File: src/common/icap_pkg.sv
// Shared constants for the input capture block: register map, field positions,
// reset values, mode encodings and the operating-mode type.
// Assumes a 32-bit APB slave with byte addresses and one register per word.
package icap_pkg;

   // Counter and buffer geometry.
   localparam int CNT_W      = 16;
   localparam int FIFO_DEPTH = 4;
   localparam logic [15:0] CNT_MAX = 16'hFFFF;

   // Register byte addresses.
   localparam logic [11:0] ADDR_CTRL1 = 12'h000;
   localparam logic [11:0] ADDR_CTRL2 = 12'h004;
   localparam logic [11:0] ADDR_BUF   = 12'h008;

   // Field positions of capture_control_one.
   localparam int C1_TSEL_LSB = 10;
   localparam int C1_ICI_LSB  = 5;
   localparam int C1_OV_BIT   = 4;
   localparam int C1_BNE_BIT  = 3;
   localparam int C1_ICM_LSB  = 0;

   // Field positions of capture_control_two.
   localparam int C2_CASC_BIT  = 8;
   localparam int C2_TRIG_BIT  = 7;
   localparam int C2_TSTAT_BIT = 6;
   localparam int C2_SYNC_LSB  = 0;

   // Values after reset.
   localparam logic [2:0] TSEL_RST  = 3'h0;
   localparam logic [1:0] ICI_RST   = 2'h0;
   localparam logic [2:0] ICM_RST   = 3'h0;
   localparam logic [4:0] SYNC_RST  = 5'h0D;

   // Capture mode encodings.
   localparam logic [2:0] ICM_OFF   = 3'h0;
   localparam logic [2:0] ICM_EVERY = 3'h1;
   localparam logic [2:0] ICM_FALL  = 3'h2;
   localparam logic [2:0] ICM_RISE  = 3'h3;
   localparam logic [2:0] ICM_PRE4  = 3'h4;
   localparam logic [2:0] ICM_PRE16 = 3'h5;
   localparam logic [2:0] ICM_WAKE  = 3'h7;

   // Prescaler terminal counts for every 4th and every 16th rising edge.
   localparam logic [3:0] PRE4_LAST  = 4'h3;
   localparam logic [3:0] PRE16_LAST = 4'hF;

   // Time base selector codes; the five lowest codes map to tick inputs, code 7 to the system clock.
   localparam logic [2:0] TSEL_SYS   = 3'h7;
   localparam logic [2:0] TSEL_LAST  = 3'h4;
   localparam int         TB_SRC_N   = 5;
   localparam int         SYNC_SRC_N = 32;

   typedef enum logic [1:0] {ICAP_FREE, ICAP_SYNC, ICAP_TRIG, ICAP_SWTRIG} icap_op_t;

endpackage

File: src/common/icap_fifo_if.sv
// Carrier between the capture control logic and its value buffer.
// Assumes both ends run on the same clock.
`timescale 1ns/1ps
interface icap_fifo_if #(
   parameter int W     = 16,
   parameter int LVL_W = 3
);
   logic             push;
   logic [W-1:0]     push_data;
   logic             pop;
   logic [W-1:0]     pop_data;
   logic             full;
   logic             empty;
   logic [LVL_W-1:0] level;

   modport prod  (output push, push_data, pop, input pop_data, full, empty, level);
   modport store (input push, push_data, pop, output pop_data, full, empty, level);
endinterface

File: src/logic/icap_top.sv
// Input capture module with its own 16-bit time base counter and capture buffer.
// Assumes APB access on REF_CLK_I, time base ticks and sync events as one-cycle
// pulses synchronous to REF_CLK_I, and a cascade partner wired to the CASC_* ports.
`timescale 1ns/1ps

// Overview of operation
// - Free-running counter counts on selected time base, wraps FFFFh to 0000h.
// - Each qualifying capture event writes the current counter value into the buffer unless it is full.
// - Buffer holds four captured values until software reads them.
// - Synchronous mode captures at once and clears counter on each sync event.
// - Trigger mode holds counter clear until a sync event, then runs.
// - Zero selector with trigger clear is free-running; nonzero picks sync or trigger.
// - Zero selector with trigger set waits for software to set trigger status.
// - Cascaded odd module gives low half; its rollovers advance the even counter.
// - Cascade acts only when both modules have cascade enable set.
// - Capture on rising edges, any edge, or every 4th or 16th rising edge.
// - Interrupt on every capture or only after a chosen number of captures.
// - Buffer-not-empty is set while data waits and clears after last read.
// - Even module of a pair runs free or synchronous by its selector, regardless of its trigger bit.
// - Odd module's interrupt count, trigger and capture settings govern the pair.
// - Cascaded synchronous pair stays in reset until the sync source is enabled.
// - Up to six time base sources and thirty-one sync sources are selectable.
// - Captures-per-interrupt codes 00..11 mean every first to fourth capture.
// - Time base code 111 selects the system clock, codes 000..100 the timers.
// - Read-only overflow flag is set by hardware on capture overflow.
module icap_top
   import icap_pkg::*;
#(
   parameter bit IS_ODD = 1'b1
) (
   input  wire logic                  REF_CLK_I,
   input  wire logic                  RST_N_I,
   input  wire logic                  PSEL_I,
   input  wire logic                  PENABLE_I,
   input  wire logic                  PWRITE_I,
   input  wire logic [11:0]           PADDR_I,
   input  wire logic [31:0]           PWDATA_I,
   output logic      [31:0]           PRDATA_O,
   output logic                       PREADY_O,
   output logic                       PSLVERR_O,
   input  wire logic                  CAPTURE_INPUT_I,
   input  wire logic [TB_SRC_N-1:0]   TB_TICK_I,
   input  wire logic [SYNC_SRC_N-1:0] SYNC_EVT_I,
   input  wire logic [SYNC_SRC_N-1:0] SYNC_RUN_I,
   input  wire logic                  LOW_POWER_I,
   input  wire logic                  PARTNER_CASC_I,
   input  wire logic                  CASC_CARRY_I,
   input  wire logic                  CASC_CAPT_I,
   output logic                       CASC_CARRY_O,
   output logic                       CASC_CAPT_O,
   output logic                       CASC_EN_O,
   output logic                       IRQ_O
);
   localparam int LVL_W = $clog2(FIFO_DEPTH + 1);

   // Configuration and status registers.
   logic [2:0]       tsel_reg;
   logic [1:0]       ici_reg;
   logic [2:0]       icm_reg;
   logic             ovf_reg;
   logic             casc_reg;
   logic             trig_reg;
   logic             tstat_reg;
   logic             tstat_next;
   logic [4:0]       sync_reg;
   logic [CNT_W-1:0] cnt_reg;
   logic [CNT_W-1:0] cnt_next;
   logic [3:0]       pre_reg;
   logic [1:0]       irq_cnt_reg;
   logic             irq_reg;
   logic [31:0]      prdata_reg;
   logic             buf_armed_reg;

   // Decoded bus strobes.
   logic        setup;
   logic        access;
   logic        hit_ctrl1;
   logic        hit_ctrl2;
   logic        hit_buf;
   logic        mapped;
   logic        wr_ctrl1;
   logic        wr_ctrl2;
   logic        rd_buf;
   logic [31:0] rd_mux;

   // Derived operating state.
   logic     casc_act;
   logic     even_slave;
   logic     trig_eff;
   logic     mode_off;
   logic     tick;
   logic     inc;
   logic     sync_evt;
   logic     sync_live;
   logic     held;
   logic     sync_clr;
   icap_op_t op;

   // Capture path.
   logic rise;
   logic fall;
   logic edge_hit;
   logic own_cap;
   logic cap_fire;
   logic irq_hit;

   icap_fifo_if #(.W(CNT_W), .LVL_W(LVL_W)) fif ();

   icap_edge u_edge (
      .clk_i   (REF_CLK_I),
      .rst_n_i (RST_N_I),
      .sig_i   (CAPTURE_INPUT_I),
      .rise_o  (rise),
      .fall_o  (fall)
   );

   icap_fifo #(.DEPTH(FIFO_DEPTH)) u_fifo (
      .clk_i   (REF_CLK_I),
      .rst_n_i (RST_N_I),
      .fif     (fif.store)
   );

   // APB decode; the slave never waits, so pready is high in every access phase.
   assign setup     = PSEL_I & ~PENABLE_I;
   assign access    = PSEL_I & PENABLE_I;
   assign hit_ctrl1 = (PADDR_I == ADDR_CTRL1);
   assign hit_ctrl2 = (PADDR_I == ADDR_CTRL2);
   assign hit_buf   = (PADDR_I == ADDR_BUF);
   assign mapped    = hit_ctrl1 | hit_ctrl2 | hit_buf;
   assign wr_ctrl1  = access & PWRITE_I & hit_ctrl1;
   assign wr_ctrl2  = access & PWRITE_I & hit_ctrl2;
   assign rd_buf    = access & ~PWRITE_I & hit_buf & buf_armed_reg;
   assign PREADY_O  = 1'b1;
   assign PSLVERR_O = access & ~mapped;
   assign PRDATA_O  = prdata_reg;

   // Read mux; buffer-not-empty is the live buffer state.
   always_comb begin
      rd_mux = '0;
      if (hit_ctrl1) begin
         rd_mux[C1_TSEL_LSB +: 3] = tsel_reg;
         rd_mux[C1_ICI_LSB +: 2]  = ici_reg;
         rd_mux[C1_OV_BIT]        = ovf_reg;
         rd_mux[C1_BNE_BIT]       = ~fif.empty;
         rd_mux[C1_ICM_LSB +: 3]  = icm_reg;
      end else if (hit_ctrl2) begin
         rd_mux[C2_CASC_BIT]      = casc_reg;
         rd_mux[C2_TRIG_BIT]      = trig_reg;
         rd_mux[C2_TSTAT_BIT]     = tstat_reg;
         rd_mux[C2_SYNC_LSB +: 5] = sync_reg;
      end else if (hit_buf && !fif.empty) begin
         rd_mux[CNT_W-1:0]        = fif.pop_data;
      end
   end

   // Read data is latched in the setup cycle so it is stable through the access phase.
   // The pop is armed there too, so a value pushed during setup is never popped unseen.
   always_ff @(posedge REF_CLK_I) begin
      if (!RST_N_I) begin
         prdata_reg    <= '0;
         buf_armed_reg <= 1'b0;
      end else if (setup && !PWRITE_I) begin
         prdata_reg    <= rd_mux;
         buf_armed_reg <= hit_buf & ~fif.empty;
      end
   end

   // Control fields; overflow is read-only and cleared only by disabling the mode.
   always_ff @(posedge REF_CLK_I) begin
      if (!RST_N_I) begin
         tsel_reg <= TSEL_RST;
         ici_reg  <= ICI_RST;
         icm_reg  <= ICM_RST;
         casc_reg <= 1'b0;
         trig_reg <= 1'b0;
         sync_reg <= SYNC_RST;
      end else begin
         if (wr_ctrl1) begin
            tsel_reg <= PWDATA_I[C1_TSEL_LSB +: 3];
            ici_reg  <= PWDATA_I[C1_ICI_LSB +: 2];
            icm_reg  <= PWDATA_I[C1_ICM_LSB +: 3];
         end
         if (wr_ctrl2) begin
            casc_reg <= PWDATA_I[C2_CASC_BIT];
            trig_reg <= PWDATA_I[C2_TRIG_BIT];
            sync_reg <= PWDATA_I[C2_SYNC_LSB +: 5];
         end
      end
   end

   // Pairing: the cascade acts only when both halves agree; the even half follows.
   assign casc_act   = casc_reg & PARTNER_CASC_I;
   assign even_slave = casc_act & ~IS_ODD;
   assign trig_eff   = trig_reg & ~even_slave;
   assign CASC_EN_O  = casc_reg;
   assign mode_off   = (icm_reg == ICM_OFF);

   // Operating mode from selector and trigger bit.
   always_comb begin
      if (sync_reg == 5'h00) begin
         op = trig_eff ? ICAP_SWTRIG : ICAP_FREE;
      end else begin
         op = trig_eff ? ICAP_TRIG : ICAP_SYNC;
      end
   end

   // Time base and sync source selection; unused codes give no tick.
   assign tick      = (tsel_reg == TSEL_SYS) ? 1'b1 :
                      (tsel_reg <= TSEL_LAST) ? TB_TICK_I[tsel_reg] : 1'b0;
   assign sync_evt  = (sync_reg != 5'h00) & SYNC_EVT_I[sync_reg];
   assign sync_live = SYNC_RUN_I[sync_reg];
   assign inc       = even_slave ? CASC_CARRY_I : tick;

   // The counter is held clear while disabled, untriggered, or waiting on the sync source.
   always_comb begin
      held = mode_off;
      case (op)
         ICAP_TRIG, ICAP_SWTRIG: held = mode_off | ~tstat_reg;
         ICAP_SYNC:              held = mode_off | (casc_act & ~sync_live);
         ICAP_FREE:              held = mode_off;
         default:                held = 1'b1;
      endcase
   end
   assign sync_clr = (op == ICAP_SYNC) & sync_evt;

   // Counter update; the 16-bit sum wraps from the maximum back to zero.
   always_comb begin
      cnt_next = cnt_reg;
      if (held || sync_clr) begin
         cnt_next = '0;
      end else if (inc) begin
         cnt_next = CNT_W'(cnt_reg + 1'b1);
      end
   end
   assign CASC_CARRY_O = ~held & ~sync_clr & inc & (cnt_reg == CNT_MAX);

   // Trigger status: a sync event sets it and wins over a software write.
   always_comb begin
      tstat_next = tstat_reg;
      if (op == ICAP_TRIG && sync_evt) begin
         tstat_next = 1'b1;
      end else if (wr_ctrl2) begin
         tstat_next = PWDATA_I[C2_TSTAT_BIT];
      end
   end

   // Counter, trigger status and interrupt output registers.
   always_ff @(posedge REF_CLK_I) begin
      if (!RST_N_I) begin
         cnt_reg   <= '0;
         tstat_reg <= 1'b0;
         irq_reg   <= 1'b0;
      end else begin
         cnt_reg   <= cnt_next;
         tstat_reg <= tstat_next;
         irq_reg   <= irq_hit;
      end
   end

   // Edge qualification per capture mode; wake mode never stores a value.
   always_comb begin
      case (icm_reg)
         ICM_EVERY: edge_hit = rise | fall;
         ICM_FALL:  edge_hit = fall;
         ICM_RISE:  edge_hit = rise;
         ICM_PRE4:  edge_hit = rise & (pre_reg[1:0] == PRE4_LAST[1:0]);
         ICM_PRE16: edge_hit = rise & (pre_reg == PRE16_LAST);
         default:   edge_hit = 1'b0;
      endcase
   end

   // Prescaler counts rising edges and restarts whenever a non-prescaled mode is chosen.
   always_ff @(posedge REF_CLK_I) begin
      if (!RST_N_I) begin
         pre_reg <= '0;
      end else if (icm_reg != ICM_PRE4 && icm_reg != ICM_PRE16) begin
         pre_reg <= '0;
      end else if (rise) begin
         pre_reg <= 4'(pre_reg + 1'b1);
      end
   end

   // The odd half decides when the pair captures, so both buffers stay in step.
   assign own_cap     = ~held & edge_hit;
   assign cap_fire    = even_slave ? CASC_CAPT_I : own_cap;
   assign CASC_CAPT_O = own_cap;
   assign fif.push      = cap_fire & ~fif.full;
   assign fif.push_data = cnt_reg;
   assign fif.pop       = rd_buf;

   // Overflow: set on a dropped capture; the set wins over the clear by disabling.
   always_ff @(posedge REF_CLK_I) begin
      if (!RST_N_I) begin
         ovf_reg <= 1'b0;
      end else if (cap_fire && fif.full) begin
         ovf_reg <= 1'b1;
      end else if (mode_off) begin
         ovf_reg <= 1'b0;
      end
   end

   // Interrupt pacing; the even half of a pair stays quiet because the odd half reports.
   assign irq_hit = even_slave ? 1'b0 :
                    (icm_reg == ICM_WAKE) ? (rise & LOW_POWER_I) :
                    (cap_fire & (irq_cnt_reg >= ici_reg));

   always_ff @(posedge REF_CLK_I) begin
      if (!RST_N_I) begin
         irq_cnt_reg <= '0;
      end else if (mode_off || irq_hit) begin
         irq_cnt_reg <= '0;
      end else if (cap_fire) begin
         irq_cnt_reg <= 2'(irq_cnt_reg + 1'b1);
      end
   end
   assign IRQ_O = irq_reg;
endmodule // icap_top

File: src/logic/icap_fifo.sv
// Buffer of captured counter values, first in first out.
// Assumes the producer never pushes when full nor pops when empty.
`timescale 1ns/1ps
module icap_fifo #(
   parameter int DEPTH = 4
) (
   input  wire logic   clk_i,
   input  wire logic   rst_n_i,
   icap_fifo_if.store  fif
);
   localparam int AW = $clog2(DEPTH);

   logic [fif.W-1:0]     mem [DEPTH];
   logic [AW-1:0]        wr_ptr_reg;
   logic [AW-1:0]        rd_ptr_reg;
   logic [fif.LVL_W-1:0] level_reg;
   logic                 do_push;
   logic                 do_pop;

   // Guard the strobes so a stray access cannot corrupt the pointers.
   assign do_push      = fif.push & ~fif.full;
   assign do_pop       = fif.pop & ~fif.empty;
   assign fif.full     = (level_reg == fif.LVL_W'(DEPTH));
   assign fif.empty    = (level_reg == '0);
   assign fif.level    = level_reg;
   assign fif.pop_data = mem[rd_ptr_reg];

   // Storage array has no reset; only the pointers and the level need a defined start.
   always_ff @(posedge clk_i) begin
      if (do_push) begin
         mem[wr_ptr_reg] <= fif.push_data;
      end
   end

   // Pointer and level bookkeeping.
   always_ff @(posedge clk_i) begin
      if (!rst_n_i) begin
         wr_ptr_reg <= '0;
         rd_ptr_reg <= '0;
         level_reg  <= '0;
      end else begin
         if (do_push) wr_ptr_reg <= AW'(wr_ptr_reg + 1'b1);
         if (do_pop)  rd_ptr_reg <= AW'(rd_ptr_reg + 1'b1);
         level_reg <= fif.LVL_W'(level_reg + do_push - do_pop);
      end
   end
endmodule // icap_fifo

File: src/logic/icap_edge.sv
// Edge detector for the capture input.
// Assumes the input is already synchronous to the clock.
`timescale 1ns/1ps
module icap_edge (
   input  wire logic clk_i,
   input  wire logic rst_n_i,
   input  wire logic sig_i,
   output logic      rise_o,
   output logic      fall_o
);
   logic prev_reg;

   // Previous sample of the pin.
   always_ff @(posedge clk_i) begin
      if (!rst_n_i) begin
         prev_reg <= 1'b0;
      end else begin
         prev_reg <= sig_i;
      end
   end

   // Edges are one-cycle pulses in the cycle the new level is seen.
   assign rise_o = sig_i & ~prev_reg;
   assign fall_o = ~sig_i & prev_reg;
endmodule // icap_edge

File: config.mk
export PLATFORM = sky130hd
export DESIGN_NAME = icap_top
export DESIGN_NICKNAME = d
export VERILOG_FILES = /design/src/common/icap_pkg.sv /design/src/common/icap_fifo_if.sv /design/src/logic/icap_top.sv /design/src/logic/icap_fifo.sv /design/src/logic/icap_edge.sv
export SDC_FILE = /design/constraint.sdc
export NUM_CORES = 1
export LEC_CHECK = 0
export BUFFER_PORTS_ARGS = -buffer_cell sky130_fd_sc_hd__buf_4
export CORE_UTILIZATION = 25
export CTS_BUF_LIST = sky130_fd_sc_hd__clkbuf_16
export DETAILED_ROUTE_END_ITERATION = 8
export PLACE_DENSITY = 0.46
export REMOVE_ABC_BUFFERS = 1
export SLEW_MARGIN = 20
export SYNTH_ARGS = -nofsm -noshare
export SYNTH_HDL_FRONTEND = slang
export SYNTH_SLANG_ARGS = --single-unit
File: constraint.sdc
create_clock -name REF_CLK_I -period 2.75 [get_ports REF_CLK_I]
set_input_delay 0.55 -clock REF_CLK_I [delete_from_list [all_inputs] [get_ports REF_CLK_I]]
set_output_delay 0.55 -clock REF_CLK_I [all_outputs]
set_load 0.02 [all_outputs]
==> metrics.md <==
| Metric | Value |
|---|---|
| Top flip-flop cell by instance count after synthesis | `sky130_fd_sc_hd__dfxtp_1` |
| Number of antenna violations at the first check in global routing | `0` |
| Clock-pin slew reported for the worst setup and hold paths after clock tree synthesis | `0.06 ns` |
| Fill cells | `about 2400` |
| Fraction of final layout cells with drive strength greater than 1 | `0.3625` |
| R2r worst-path depth | `12` |
| Total length of routed wires | `between 15 and 20 mm` |
| Largest net degree at the start of global routing | `51` |
| Max FFs per register | `64` |
| CP Data Arrival Time | `2.43 ns` |
| Worst r2r src | `sync_reg[0]` |
| Worst-case setup margin in the final layout | `-0.2298 ns` |
| Hold violation count in the final report | `0` |
| Count of maximum capacitance violations | `0` |
| Count of vias placed by the detailed router | `4612` |
| Number of buffers added by the clock tree synthesis step | `17` |
| Cell leakage power | `about 0.0034 uW` |
| Maximum vdd drop | `~0.43 mV` |
| WP data required | `about 2.2 ns` |
| # setup viols final | `2` |
| Number of warnings printed during yosys synthesis | `0` |
| Pre-Repair DR Iteration Count | `4` |
| Transition time at the pin with the least slew margin | `between 0.6 and 0.7 ns` |
| Insertion delay to the later sink of the worst-skew pair | `about 0.42 ns` |
| Root buffer cell | `sky130_fd_sc_hd__clkbuf_16` |
| Sinks on the clock net | `roughly 130` |
| Synthesis-stage register bit count | `131` |
| Total power divided by cell area | `512.3 nW/um2` |
| Worst hold-check slack | `0.3636 ns` |
| Antenna Nets Post-Route | `0` |
| Final Max Tran Viols | `0` |
| Post-DR vias/cell | `4.465` |
| Worst hold stages | `2` |
| Final Cell Area | `8662 um2` |
| Final Wtd Congestion | `0.7466` |
| Remaining max-slew budget at the tightest pin | `0.5325` |
| Number of antenna repair diodes | `0` |
| Startpoint of the worst hold path | `CAPTURE_INPUT_I` |
| Number of cell rows | `between 50 and 60` |
| Top achievable clock speed | `approximately 0.34 GHz` |
| Setup repair after global routing missed its margin | `true` |
| Startpoint kind of the worst setup timing path | `flop` |
| Floorplan Core Area | `about 25000 um2` |
| R2R Path End | `u_fifo.fif.level[2]` |
| Bufs on Longest Clock Path | `2` |
| Total placed instance area | `slightly below 8000 um2` |
| Number of enable-type register cells in the synthesized netlist | `64` |
| Maximum fanout along the worst path | `4` |
| Routed length per placed instance | `between 15 and 20 um` |
| Die width | `approximately 160 um` |
| Global routing usage summed across all routing layers | `0.1320` |
| Critical path capture point type | `primary output` |
| Die Height | `between 150 and 200 um` |
| Post-synth design cell area | `around 6300 um2` |
| First-iteration detailed-routing DRC count | `between 150 and 200` |
| Count of unique library cells instantiated by Yosys | `62` |
| Portion of the clock cycle consumed by the worst path in the final layout | `1.084` |
| Number of I/O pins | `between 150 and 200` |
| Worst R2R Setup Slack | `0 ns` |
| Worst hold path endpoint | `u_edge.prev_reg` |
| Clock tree from TritonCTS | `done` |
| Worst hold path type | `in -> reg` |
| Remaining Overflow, GRT | `0` |
| H-tree depth | `4` |
| Mean post-synth cell area | `~12 um2` |
| Period minus WS final | `2.980 ns` |
| Result of the run | `finished with violations` |
| P&R area growth vs syn | `36.47%` |
| # nets final | `~830` |
| Die ar. | `26030 um2` |
| Synthesized instance count | `533` |
| Sequential area share after synthesis | `0.5141` |
| HPWL after detailed placement | `between 10 and 15 mm` |
| DRC violations left | `0` |
| Synth async-reset ratio | `0` |
| Critical path start-end classification | `reg -> out` |
| Post-Route Skew | `roughly 0.014 ns` |
| Failing checks | `setup timing` |
| Starting density of the core | `0.2580` |
| First-pass GRT wire length | `26.17 mm` |
| Via count of the first global-routing pass | `around 4900` |
| Number of buffer cells added on primary ports | `around 120` |
## through the flow
| step | worst slack [ns] | total power [uW] | cells | util | setup TNS, ns |
|---|---|---|---|---|---|
| CTS | -0.2716 | 4506 | 1031 | 0.3507 | -0.6078 |
| global placement | -0.2165 | 2311 | 993 | 0.3206 | -0.4634 |
| finish | -0.2298 | 4438 | 1033 | 0.3520 | -0.4206 |
| detailed placement | -0.3485 | 2314 | 993 | 0.3206 | -0.6737 |
| global route | -0.3272 | 4584 | 1033 | 0.3520 | -3.106 |
| floorplan | -0.3594 | 2159 | 504 | - | -9.927 |
## placed cells by master (no fill, tap or decap), types with 7 or more instances in the layout
| cell | netlist | final |
|---|---|---|
| sky130_fd_sc_hd__clkbuf_16 | 0 | 17 |
| sky130_fd_sc_hd__inv_1 | 14 | 14 |
| sky130_fd_sc_hd__nand3_1 | 22 | 19 |
| sky130_fd_sc_hd__buf_12 | 0 | 8 |
| sky130_fd_sc_hd__nor2b_1 | 17 | 17 |
| sky130_fd_sc_hd__and3_1 | 8 | 8 |
| sky130_fd_sc_hd__conb_1 | 2 | 17 |
| sky130_fd_sc_hd__xor2_1 | 12 | 12 |
| sky130_fd_sc_hd__ha_1 | 12 | 11 |
| sky130_fd_sc_hd__nor2_1 | 43 | 42 |
| sky130_fd_sc_hd__nor3b_1 | 7 | 7 |
| sky130_fd_sc_hd__mux4_2 | 27 | 27 |
| sky130_fd_sc_hd__a21boi_0 | 13 | 12 |
| sky130_fd_sc_hd__dfxtp_1 | 67 | 66 |
| sky130_fd_sc_hd__xnor2_1 | 10 | 9 |
| sky130_fd_sc_hd__nand4_1 | 7 | 7 |
| sky130_fd_sc_hd__edfxtp_1 | 64 | 64 |
| sky130_fd_sc_hd__mux2i_1 | 26 | 26 |
| sky130_fd_sc_hd__a21oi_1 | 7 | 7 |
| sky130_fd_sc_hd__nand2_1 | 41 | 41 |
| sky130_fd_sc_hd__buf_4 | 17 | 160 |
| sky130_fd_sc_hd__o21ai_0 | 10 | 10 |
| sky130_fd_sc_hd__and2_1 | 12 | 12 |
## worst max-delay path, cell delays in order, from the launching register on
cell and delay, ns:
sky130_fd_sc_hd__dfxtp_4 0.39, sky130_fd_sc_hd__buf_12 0.12, sky130_fd_sc_hd__mux4_2 0.52, sky130_fd_sc_hd__a2111oi_4 0.38, sky130_fd_sc_hd__a31oi_4 0.18, sky130_fd_sc_hd__buf_6 0.15, sky130_fd_sc_hd__and2_4 0.14, sky130_fd_sc_hd__buf_6 0.13
## cell type report
class	instances	area, um2	area share
inverter	14	52.55	0.006067
tap	324	405.4	0.04680
timing repair buffer	173	1439	0.1661
clock inverter	15	141.4	0.01632
sequential	131	3267	0.3771
clock buffer	17	425.4	0.04911
multi-input combinational	359	2932	0.3384
## layer usage
metal / part of all wire / vias to the layer above / wire [um] / GRT usage
li1: - / 2257 / - / -
met1: 0.44 / 2244 / 7258 / 0.1564
met2: 0.51 / 90 / 8416 / 0.2359
met3: 0.034 / 21 / 565 / 0.02748
met4: 0.012 / 0 / 205 / 0.04417
met5: 0 / - / 0 / 0
## cells by family after synthesis
logic type,synth area share
AND/OR/NAND/NOR,0.1553
flip-flops,0.5141
AO/OA/AOI/OAI,0.08063
buffers and inverters,0.04711
multiplexers,0.1445
XOR/XNOR,0.03036
adder cells (fa/ha/maj),0.02681
other,0.001183
## where the power goes
part	internal (uW)	leakage [uW]	switching (uW)	total, uW
combinational	139	0.00187	100	239
clock	1320	0.000278	841	2160
sequential	2030	0.00121	3.03	2030
## how the worst max path moves through the flow
stage                    startpoint                   to
finish                  sync_reg[0]          CASC_CAPT_O
global route            sync_reg[0]          CASC_CAPT_O
CTS                     sync_reg[0]          CASC_CAPT_O
detailed placement  CAPTURE_INPUT_I  u_fifo.fif.level[2]
global placement     SYNC_EVT_I[27]         CASC_CARRY_O
floorplan               sync_reg[0]  u_fifo.fif.level[2]
## what timing repair did
action,4_1_cts,5_1_grt
setup buffers,5,2
hold buffers,0,0
gates cloned,1,0
pin swaps,8,5
resized for setup,20,5
setup endpoints to repair,4,3
## cell usage after synthesis (all sizes together), types with 2 or more instances
master | count | area [um2]
a221oi | 5 | 43.79
edfxtp | 64 | 1922
and4 | 4 | 35.03
buf | 26 | 178.9
dfxtp | 67 | 1341
nand3 | 22 | 110.1
a21boi | 14 | 105.1
o31ai | 2 | 20.02
a32oi | 2 | 17.52
mux4 | 28 | 634.4
nand4 | 8 | 65.06
and3 | 8 | 50.05
xnor2 | 10 | 87.58
mux2i | 26 | 260.3
xor2 | 12 | 105.1
ha | 12 | 150.1
nor3 | 5 | 25.02
a31oi | 5 | 46.29
a2111oi | 2 | 36.29
nand2 | 41 | 153.9
nor3b | 7 | 52.55
a31o | 2 | 17.52
a211o | 4 | 35.03
clkbuf | 18 | 67.56
conb | 2 | 7.510
nand2b | 3 | 18.77
inv | 14 | 52.55
or3 | 5 | 31.28
nor2 | 44 | 172.7
nor4 | 3 | 18.77
o211a | 2 | 20.02
o21ai | 10 | 50.05
mux2 | 2 | 22.52
nor2b | 17 | 106.4
a21oi | 7 | 35.03
nand3b | 2 | 15.01
and2 | 13 | 83.83
No activity file was read; power rests on OpenSTA's default activity.
